===== src/verilog/cuf_defs.vh =====
// register indices, field positions, reset values and timing counts
`ifndef CUF_DEFS_VH
`define CUF_DEFS_VH

// ----------------------------------------------------------------
// register indices (byte address = 4 * index)
// ----------------------------------------------------------------
`define CUF_IDX_FLAGS   8'h37
`define CUF_IDX_IRQEN   8'h38
`define CUF_IDX_PDIV    8'h40
`define CUF_ADDR_W      10

// ----------------------------------------------------------------
// bit positions of the flag register
// ----------------------------------------------------------------
`define CUF_B_TICK      7
`define CUF_B_POR       6
`define CUF_B_LVR       5
`define CUF_B_PLLCHG    4
`define CUF_B_PLLOK     3
`define CUF_B_BADADR    2
`define CUF_B_OSCCHG    1
`define CUF_B_OSCOK     0

// ----------------------------------------------------------------
// field widths, masks and reset values
// ----------------------------------------------------------------
`define CUF_IRQEN_MASK  8'h92
`define CUF_IRQEN_RST   8'h00
`define CUF_PDIV_W      5
`define CUF_PDIV_RST    5'h00
`define CUF_DIV_W       6
`define CUF_UNLOCK_DIV  6'h04
`define CUF_POR_FLAG_RST 1'b1
`define CUF_LVR_FLAG_RST 1'b1
`define CUF_BAD_FLAG_RST 1'b0

// ----------------------------------------------------------------
// timing
// ----------------------------------------------------------------
`define CUF_CLK_NS      40
`define CUF_QUAL_NS     1000
`define CUF_QUAL_CYC    ((`CUF_QUAL_NS + `CUF_CLK_NS - 1) / `CUF_CLK_NS)

`endif


===== src/verilog/cuf_w1c_flag.v =====
// sticky event flag with write-one-to-clear
module cuf_w1c_flag (
	// clock and reset
	input  wire CLK,
	input  wire RESET_N,
	// event and clear
	input  wire SET,
	input  wire CLR,
	// flag
	output reg  FLAG_Q
);

	// set beats clear so an event in the clearing cycle survives
	always @(posedge CLK) begin
		if (!RESET_N) begin
			FLAG_Q <= 1'b0;
		end else if (SET) begin
			FLAG_Q <= 1'b1;
		end else if (CLR) begin
			FLAG_Q <= 1'b0;
		end
	end

endmodule // cuf_w1c_flag


===== src/verilog/cuf_osc_qual.v =====
// oscillator qualifier: good input must hold for a full window
module cuf_osc_qual #(
	parameter integer QUAL_CYC = 25
) (
	// clock and reset
	input  wire CLK,
	input  wire RESET_N,
	// filter verdict and forced drop
	input  wire GOOD,
	input  wire DROP,
	// result
	output reg  QUAL_Q
);

	localparam integer CW = 16;
	localparam [CW-1:0] LAST = QUAL_CYC[CW-1:0];
	localparam [CW-1:0] ONE  = {{(CW-1){1'b0}}, 1'b1};

	reg [CW-1:0] cnt_q;

	// any gap in the verdict restarts the window
	always @(posedge CLK) begin
		if (!RESET_N || DROP || !GOOD) begin
			cnt_q  <= {CW{1'b0}};
			QUAL_Q <= 1'b0;
		end else if (cnt_q >= LAST - ONE) begin
			QUAL_Q <= 1'b1;
		end else begin
			cnt_q <= cnt_q + ONE;
		end
	end

endmodule // cuf_osc_qual


===== src/verilog/cuf_flag_regs.v =====
// clock unit flag and interrupt enable registers behind APB
//
// How it works
// RL1: tick timeout sets flag bit 7
// RL2: flags clear only by writing one
// RL3: tick flag with enable raises request
// RL4: only power-on reset sets bit 6
// RL5: low-voltage or power-on sets bit 5
// RL6: bad address sets bit 2; power-on clears
// RL7: lock status change sets bit 4
// RL8: lock change flag with enable requests
// RL9: lock bit live, read-only; unlocked divides by 4
// RL10: locked divides by post-divider plus one
// RL11: qualified status change sets bit 1
// RL12: osc change flag with enable requests
// RL13: qualified bit read-only, cleared by full stop
// RL14: qualified only while filter continuously qualifies
// RL15: lock loss drops qualified, pseudo stop excepted
// RL16: enable register bits 7,4,1 always accessible
// RL17: multiplier or divider write clears both status
// RL18: request stands while flag and enable set
`include "cuf_defs.vh"

module cuf_flag_regs #(
	parameter integer QUAL_CYC = `CUF_QUAL_CYC
) (
	// clock and resets
	input  wire                   CLK,
	input  wire                   RESET_N,
	input  wire                   POR_N,
	// apb slave
	input  wire                   PSEL,
	input  wire                   PENABLE,
	input  wire                   PWRITE,
	input  wire [`CUF_ADDR_W-1:0] PADDR,
	input  wire [31:0]            PWDATA,
	output reg  [31:0]            PRDATA,
	output wire                   PREADY,
	output wire                   PSLVERR,
	// event sources
	input  wire                   TICK_TIMEOUT,
	input  wire                   LVR_EVENT,
	input  wire                   BAD_ADDR_EVENT,
	// pll and oscillator
	input  wire                   PLL_LOCK_IN,
	input  wire                   OSC_FILTER_GOOD,
	input  wire                   SYNTH_WRITE,
	input  wire                   REFDIV_WRITE,
	// power modes
	input  wire                   FULL_STOP_ENTER,
	input  wire                   PSEUDO_STOP,
	// requests and clock control
	output wire                   IRQ_TICK,
	output wire                   IRQ_PLL,
	output wire                   IRQ_OSC,
	output wire                   OSC_CLK_EN,
	output reg  [`CUF_DIV_W-1:0]  PLL_DIVISOR
);

	// ----------------------------------------------------------------
	// address decode
	// ----------------------------------------------------------------
	localparam [`CUF_ADDR_W-1:0] A_FLAGS =
		{`CUF_IDX_FLAGS, 2'b00};
	localparam [`CUF_ADDR_W-1:0] A_IRQEN =
		{`CUF_IDX_IRQEN, 2'b00};
	localparam [`CUF_ADDR_W-1:0] A_PDIV =
		{`CUF_IDX_PDIV, 2'b00};

	// only the low byte of each word is implemented; the upper
	// bits read zero and writes to them are dropped
	wire sys_rst_n;
	wire hit_flags;
	wire hit_irqen;
	wire hit_pdiv;
	wire mapped;
	wire wr_en;
	wire rd_setup;

	// power-on reset also resets everything a system reset does
	assign sys_rst_n = RESET_N & POR_N;

	assign hit_flags = (PADDR == A_FLAGS);
	assign hit_irqen = (PADDR == A_IRQEN);
	assign hit_pdiv  = (PADDR == A_PDIV);
	assign mapped    = hit_flags | hit_irqen | hit_pdiv;

	// zero wait states: every access phase completes at once
	assign PREADY   = 1'b1;
	assign PSLVERR  = PSEL & PENABLE & ~mapped;
	assign wr_en    = PSEL & PENABLE & PWRITE & mapped;
	assign rd_setup = PSEL & ~PENABLE & ~PWRITE;

	wire       wr_flags;
	wire       wr_irqen;
	wire       wr_pdiv;
	wire [7:0] w1c;

	assign wr_flags = wr_en & hit_flags;
	assign wr_irqen = wr_en & hit_irqen;
	assign wr_pdiv  = wr_en & hit_pdiv;
	assign w1c      = wr_flags ? PWDATA[7:0] : 8'h00; // RL2

	// ----------------------------------------------------------------
	// software registers
	// ----------------------------------------------------------------
	// enable bits other than 7, 4 and 1 are never stored
	reg [7:0]             irqen_q;
	reg [`CUF_PDIV_W-1:0] pdiv_q;

	always @(posedge CLK) begin
		if (!sys_rst_n) begin
			irqen_q <= `CUF_IRQEN_RST;
			pdiv_q  <= `CUF_PDIV_RST;
		end else begin
			if (wr_irqen) begin
				irqen_q <= PWDATA[7:0] & `CUF_IRQEN_MASK; // RL16
			end
			if (wr_pdiv) begin
				pdiv_q <= PWDATA[`CUF_PDIV_W-1:0];
			end
		end
	end

	// ----------------------------------------------------------------
	// pll settled status
	// ----------------------------------------------------------------
	// a reprogrammed pll is not trusted until the lock detector
	// has dropped once; otherwise a stale lock would leak through
	wire cfg_wr;
	reg  relock_wait_q;
	reg  lock_q;
	wire lock_d;
	wire lock_lost;

	assign cfg_wr = SYNTH_WRITE | REFDIV_WRITE;

	always @(posedge CLK) begin
		if (!sys_rst_n) begin
			relock_wait_q <= 1'b0;
		end else if (cfg_wr) begin
			relock_wait_q <= 1'b1; // RL17
		end else if (!PLL_LOCK_IN) begin
			relock_wait_q <= 1'b0;
		end
	end

	assign lock_d = PLL_LOCK_IN & ~relock_wait_q & ~cfg_wr; // RL9 RL17

	always @(posedge CLK) begin
		if (!sys_rst_n) begin
			lock_q <= 1'b0;
		end else begin
			lock_q <= lock_d; // RL9
		end
	end

	assign lock_lost = lock_q & ~lock_d;

	// ----------------------------------------------------------------
	// pll output divisor
	// ----------------------------------------------------------------
	// switches on the same edge as the lock bit; the sixth bit
	// takes the carry when the post-divider holds its maximum
	localparam [`CUF_DIV_W-1:0] DIV_ONE =
		{{(`CUF_DIV_W-1){1'b0}}, 1'b1};

	always @(posedge CLK) begin
		if (!sys_rst_n) begin
			PLL_DIVISOR <= `CUF_UNLOCK_DIV;
		end else if (lock_d) begin
			PLL_DIVISOR <= {1'b0, pdiv_q} + DIV_ONE; // RL10
		end else begin
			PLL_DIVISOR <= `CUF_UNLOCK_DIV; // RL9
		end
	end

	// ----------------------------------------------------------------
	// oscillator qualified status
	// ----------------------------------------------------------------
	// pseudo stop loses lock on purpose and keeps the oscillator
	wire osc_drop;
	wire osc_ok;
	reg  osc_seen_q;

	assign osc_drop = FULL_STOP_ENTER // RL13
		| cfg_wr // RL17
		| (lock_lost & ~PSEUDO_STOP); // RL15

	cuf_osc_qual #(
		.QUAL_CYC(QUAL_CYC)
	) u_qual (
		.CLK    (CLK),
		.RESET_N(sys_rst_n),
		.GOOD   (OSC_FILTER_GOOD), // RL14
		.DROP   (osc_drop),
		.QUAL_Q (osc_ok)
	);

	always @(posedge CLK) begin
		if (!sys_rst_n) begin
			osc_seen_q <= 1'b0;
		end else begin
			osc_seen_q <= osc_ok;
		end
	end

	// network controller oscillator clock is gated while unqualified
	assign OSC_CLK_EN = osc_ok; // RL13

	// ----------------------------------------------------------------
	// status change detection
	// ----------------------------------------------------------------
	// both directions count: a lost lock matters to software as
	// much as a gained one
	wire lock_chg;
	wire osc_chg;

	assign lock_chg = lock_d ^ lock_q; // RL7
	assign osc_chg  = osc_ok ^ osc_seen_q; // RL11

	// ----------------------------------------------------------------
	// event flags: tick, lock change, oscillator change
	// ----------------------------------------------------------------
	localparam integer NEV = 3;

	wire [NEV-1:0] ev_set;
	wire [NEV-1:0] ev_clr;
	wire [NEV-1:0] ev_flag;
	wire [NEV-1:0] ev_en;

	assign ev_set[0] = TICK_TIMEOUT; // RL1
	assign ev_set[1] = lock_chg; // RL7
	assign ev_set[2] = osc_chg; // RL11
	assign ev_clr[0] = w1c[`CUF_B_TICK];
	assign ev_clr[1] = w1c[`CUF_B_PLLCHG];
	assign ev_clr[2] = w1c[`CUF_B_OSCCHG];
	assign ev_en[0]  = irqen_q[`CUF_B_TICK];
	assign ev_en[1]  = irqen_q[`CUF_B_PLLCHG];
	assign ev_en[2]  = irqen_q[`CUF_B_OSCCHG];

	genvar gi;
	generate
		for (gi = 0; gi < NEV; gi = gi + 1) begin : g_ev
			cuf_w1c_flag u_flag (
				.CLK    (CLK),
				.RESET_N(sys_rst_n),
				.SET    (ev_set[gi]),
				.CLR    (ev_clr[gi]), // RL2
				.FLAG_Q (ev_flag[gi])
			);
		end
	endgenerate

	// ----------------------------------------------------------------
	// interrupt requests
	// ----------------------------------------------------------------
	// level requests: they fall only when software clears the flag
	// or drops the enable, or when a system or power-on reset clears both
	assign IRQ_TICK = ev_flag[0] & ev_en[0]; // RL3 RL18
	assign IRQ_PLL  = ev_flag[1] & ev_en[1]; // RL8 RL18
	assign IRQ_OSC  = ev_flag[2] & ev_en[2]; // RL12 RL18

	// ----------------------------------------------------------------
	// reset cause flags
	// ----------------------------------------------------------------
	// these see only the power-on reset, so a system reset keeps
	// the cause visible for software after the restart
	reg  por_flag_q;
	reg  lvr_flag_q;
	reg  bad_flag_q;
	wire por_clr;
	wire lvr_clr;
	wire bad_clr;

	// a bus write while the system reset is held must not erase
	// a cause that software has yet to read
	assign por_clr = RESET_N & w1c[`CUF_B_POR]; // RL2
	assign lvr_clr = RESET_N & w1c[`CUF_B_LVR]; // RL2
	assign bad_clr = RESET_N & w1c[`CUF_B_BADADR]; // RL2

	always @(posedge CLK) begin
		if (!POR_N) begin
			por_flag_q <= `CUF_POR_FLAG_RST; // RL4
		end else if (por_clr) begin
			por_flag_q <= 1'b0;
		end
	end

	// an event wins over a clear in the same cycle
	always @(posedge CLK) begin
		if (!POR_N) begin
			lvr_flag_q <= `CUF_LVR_FLAG_RST; // RL5
		end else if (LVR_EVENT) begin
			lvr_flag_q <= 1'b1; // RL5
		end else if (lvr_clr) begin
			lvr_flag_q <= 1'b0;
		end
	end

	always @(posedge CLK) begin
		if (!POR_N) begin
			bad_flag_q <= `CUF_BAD_FLAG_RST; // RL6
		end else if (BAD_ADDR_EVENT) begin
			bad_flag_q <= 1'b1; // RL6
		end else if (bad_clr) begin
			bad_flag_q <= 1'b0;
		end
	end

	// ----------------------------------------------------------------
	// read data
	// ----------------------------------------------------------------
	reg [7:0] flags_rd;

	always @* begin
		flags_rd                 = 8'h00;
		flags_rd[`CUF_B_TICK]    = ev_flag[0];
		flags_rd[`CUF_B_POR]     = por_flag_q;
		flags_rd[`CUF_B_LVR]     = lvr_flag_q;
		flags_rd[`CUF_B_PLLCHG]  = ev_flag[1];
		flags_rd[`CUF_B_PLLOK]   = lock_q;
		flags_rd[`CUF_B_BADADR]  = bad_flag_q;
		flags_rd[`CUF_B_OSCCHG]  = ev_flag[2];
		flags_rd[`CUF_B_OSCOK]   = osc_ok;
	end

	// data captured in setup phase, valid through the access phase
	// unmapped words read zero while the error line is raised
	always @(posedge CLK) begin
		if (!sys_rst_n) begin
			PRDATA <= 32'h0000_0000;
		end else if (rd_setup) begin
			if (hit_flags) begin
				PRDATA <= {24'h00_0000, flags_rd};
			end else if (hit_irqen) begin
				PRDATA <= {24'h00_0000, irqen_q}; // RL16
			end else if (hit_pdiv) begin
				PRDATA <= {{(32-`CUF_PDIV_W){1'b0}}, pdiv_q};
			end else begin
				PRDATA <= 32'h0000_0000;
			end
		end
	end

endmodule // cuf_flag_regs


===== config.mk =====
export PLATFORM = sky130hd
export DESIGN_NAME = cuf_flag_regs
export DESIGN_NICKNAME = d
export VERILOG_FILES = /design/src/verilog/cuf_w1c_flag.v /design/src/verilog/cuf_osc_qual.v /design/src/verilog/cuf_flag_regs.v
export VERILOG_INCLUDE_DIRS = /design/src /design/src/verilog
export SDC_FILE = /design/constraint.sdc
export NUM_CORES = 1
export LEC_CHECK = 0
export ABC_AREA = 1
export CORE_ASPECT_RATIO = 1.25
export CORE_UTILIZATION = 35
export CTS_BUF_LIST = sky130_fd_sc_hd__clkbuf_4
export DETAILED_ROUTE_END_ITERATION = 7
export DONT_BUFFER_PORTS = 1
export SLEW_MARGIN = 20
export SYNTH_ARGS = -nofsm -noshare
export SYNTH_HDL_FRONTEND = slang
export SYNTH_SLANG_ARGS = --single-unit

===== constraint.sdc =====
create_clock -name CLK -period 1.9 [get_ports CLK]
set_clock_uncertainty 0.05 [all_clocks]
set_input_delay 0.19 -clock CLK [delete_from_list [all_inputs] [get_ports CLK]]
set_output_delay 0.19 -clock CLK [all_outputs]
set_load 0.05 [all_outputs]

==> impl_results.md <==
- Switching pwr: between 500 and 600 µW
- Final count of hold timing violations: 0
- RSZ-0062 raised after global routing: false
- Post-detailed-placement half-perimeter wirelength: between 3000 and 4000 µm
- Class of the tightest hold or removal check: in -> reg
- Last weighted congestion value of the routability-driven placer: between 0.7 and 0.8
- Total CTS buffers: 5
- Fill cells: 669
- Synth Warn #: 0
- Max rail drop VDD: 336 µV
- Drt first pass iters: 4
- Sw frac: 30.0%
- Effective utilization at floorplan: 36.7%
- Number of slew-limit violations in the final report: 0
- Average via count per standard cell: 4.31
- Worst EP arrival: 1.95 ns
- Clock latency of the later-clocked register in the worst-skew pair: between 0.3 and 0.4 ns
- Register-to-Register Path Depth: 8
- Share of total power in the clock network: 27.8%
- Number of antenna violations at the first check in global routing: 0
- Startpoint of the most critical hold path: FULL_STOP_ENTER
- Cell Rows: 32
- Starting DRT DRC Count: between 50 and 60
- Average instance area after synthesis: 7.62 µm²
- Startpoint of the most critical register-to-register path: relock_wait_q
- Most common cell after layout, fill and taps aside: inv_1
- Fin crit share: 91.5%
- Type of the setup path with the least slack: in -> reg
- Max Clock Freq: 575 MHz
- Antenna-violating nets left: 0
- Area share of the largest cell type after synthesis: 41.9%
- Relative contribution of sequential cells to total power: 59.8%
- Mapped cell area: 2290 µm²
- Slew HR: 64.9%
- Min Tclk post-route: 1.74 ns
- Pin count of the biggest net entering global routing: 18
- Clock Pin Slew Worst Setup and Hold Paths: ~0.15 ns
- Post-Route Hold Slack: between 0.03 and 0.04 ns
- # H-tree levels: 2
- Average wire per standard cell: 10.6 µm
- Critical Path End Type: flip-flop
- Diodes inserted: 0
- Gr usage total: 13.8%
- Net count, final: 385
- Worst Hold End: u_qual.cnt_q[5]
- GR Overflow Total: 0
- Die width: 74.4 µm
- TritonCTS clock tree: yes
- Core outline area: 6250 µm²
- Element type at the critical path start: input port
- # IOs: a little over 100
- Highest-count cells in the layout ignoring fill and taps: inv_1, dfxtp_1, nand2_1
- Result of the run: finished, final reports clean
- Area leader, netlist: dfxtp_1
- Wire length of the first global-routing pass: between 7000 and 8000 µm
- Final-report setup violation count: 0
- Die area: 6880 µm²
- Vias in the first global route: 1,650
- Worst path required time: 2.11 ns
- Actual transition at the worst max-transition pin: ~0.53 ns
- Height of the die: about 92 µm
- Most area-consuming cells after synthesis: dfxtp_1, inv_1, buf_4
- Leakage power: 0.00112 µW
- Clock root cell: clkbuf_4
- Power density over cell area: 679 nW/µm²
- Synth unique cells: 34
- Worst-case clock buffer depth: 2
- Maximum capacitance violations: 0
- Number of input and output port buffers inserted: 0
- Ratio of cells with drive above 1 in the final layout: 9.54%
- Hold Crit Depth: 3
- Worst-path maximum fanout: 1
- Routed vias: 1,767
- Total wirelength of the detailed-routed design: 4360 µm
- Pint: 1210 µW
- Sum Neg Setup Slack: 0 ns
- Post CTS Setup Buffer Count: 0
- Worst R2R End: u_qual.cnt_q[1]
- Cell count after synthesis: roughly 300
- Area growth syn-to-layout: 11.0%
- Count of clock tree sinks: 48
- Combinational fraction of design power: 12.4%
- Flops & latches, synth: 48
- Residual DRC count: 0
- Reg2Reg Setup Slack: 0.33 ns
- Utilization after layout: 40.7%
- Share of synthesized area occupied by flip-flops and latches: 41.9%
-- critical path, stage by stage --
cell and delay (ns):
dlygate4sd3_1 0.54, nor2_1 0.09, dlygate4sd3_1 0.55, nand2_1 0.05
dlygate4sd3_1 0.54
-- per-layer routing --
layer  vias up  wire, µm  GRT usage, %
li1        931         -             -
met1       791      1800          15.6
met2        39      2260          24.1
met3         6       245          4.68
met4         0        50          3.77
met5         -         0             0
-- cell families after synthesis --
kind of cell | synth area share [%]
and+or+nand+nor | 23.6
DFF | 41.9
other | 0.328
AOI/OAI and AO/OA | 11.0
xor gates and xnor gates | 1.53
buffers and inverters | 19.5
adders and majority gates | 2.18
-- flip-flops by register name, indices dropped and copies added, names as in the netlist --
signal and cells:
por_flag_q 1, u_qual.QUAL_Q 1, u_qual.cnt_q 16, pdiv_q 5, bad_flag_q 1, relock_wait_q 1
lvr_flag_q 1, lock_q 1, osc_seen_q 1, PRDATA 8, irqen_q 3, g_ev.u_flag.FLAG_Q 3
PLL_DIVISOR 6
-- synthesized netlist by cell type --
master,number
o21a_1,2
nor3_1,3
a21oi_1,18
o21ai_1,2
o22ai_1,1
nor4_1,1
nor2_2,4
o21ai_0,16
nand2_4,1
nand3_1,9
nor4_2,1
dfxtp_1,48
buf_6,2
inv_2,2
clkinv_1,1
xnor2_1,3
nor2_1,34
a31oi_1,2
xor2_1,1
and3_1,1
conb_1,2
o21bai_1,1
o211ai_1,4
nand2_2,1
ha_1,4
nand3b_1,1
nor4_4,1
inv_1,56
buf_2,3
nand2_1,40
nand4_1,5
nand3_4,2
nand3_2,4
buf_4,25
-- stage by stage --
step / power [µW] / instances / area, µm² / setup slack, ns
4_1_cts: 1760 / 410 / 2540 / 0.0454
3_3_place_gp: 1240 / 385 / 2310 / 0.333
6_report: 1730 / 410 / 2540 / 0.161
5_1_grt: 1810 / 410 / 2540 / 0.102
2_1_floorplan: 1260 / 324 / 2380 / 0.429
3_5_place_dp: 1240 / 385 / 2310 / 0.296
-- timing repair --
item                                   4_1_cts  5_1_grt
setup endpoints to repair                    0        1
resized for setup                            0        1
hold buffers                                17        0
endpoints found under the hold margin       17        0
-- power groups by stage --
stage | Clock [µW] | Combinational, µW | Sequential, µW
2_1_floorplan | 0 | 205 | 1060
3_3_place_gp | 0 | 182 | 1050
3_5_place_dp | 0 | 184 | 1060
4_1_cts | 509 | 214 | 1030
5_1_grt | 540 | 232 | 1030
6_report | 480 | 214 | 1030
-- area by class of cell --
class	count	area (µm²)	area share, %
clock inverter	3	23.8	0.935
multi-input combinational	187	976	38.4
clock buffer	5	37.5	1.48
timing repair buffer	23	218	8.56
sequential	48	961	37.8
tap	85	106	4.18
inverter	59	221	8.71
-- how the worst max path moves through the flow --
stage	startpoint	endpoint	slack, ns	depth (start not counted)
global route	LVR_EVENT	lvr_flag_q	0.10	5
detailed placement	REFDIV_WRITE	u_qual.cnt_q[1]	0.30	9
CTS	POR_N	lvr_flag_q	0.05	6
finish	LVR_EVENT	lvr_flag_q	0.16	5
floorplan	PADDR[9]	PSLVERR	0.43	6
global placement	REFDIV_WRITE	u_qual.cnt_q[1]	0.33	9
Note: power is estimated with default switching activity, not from simulation.
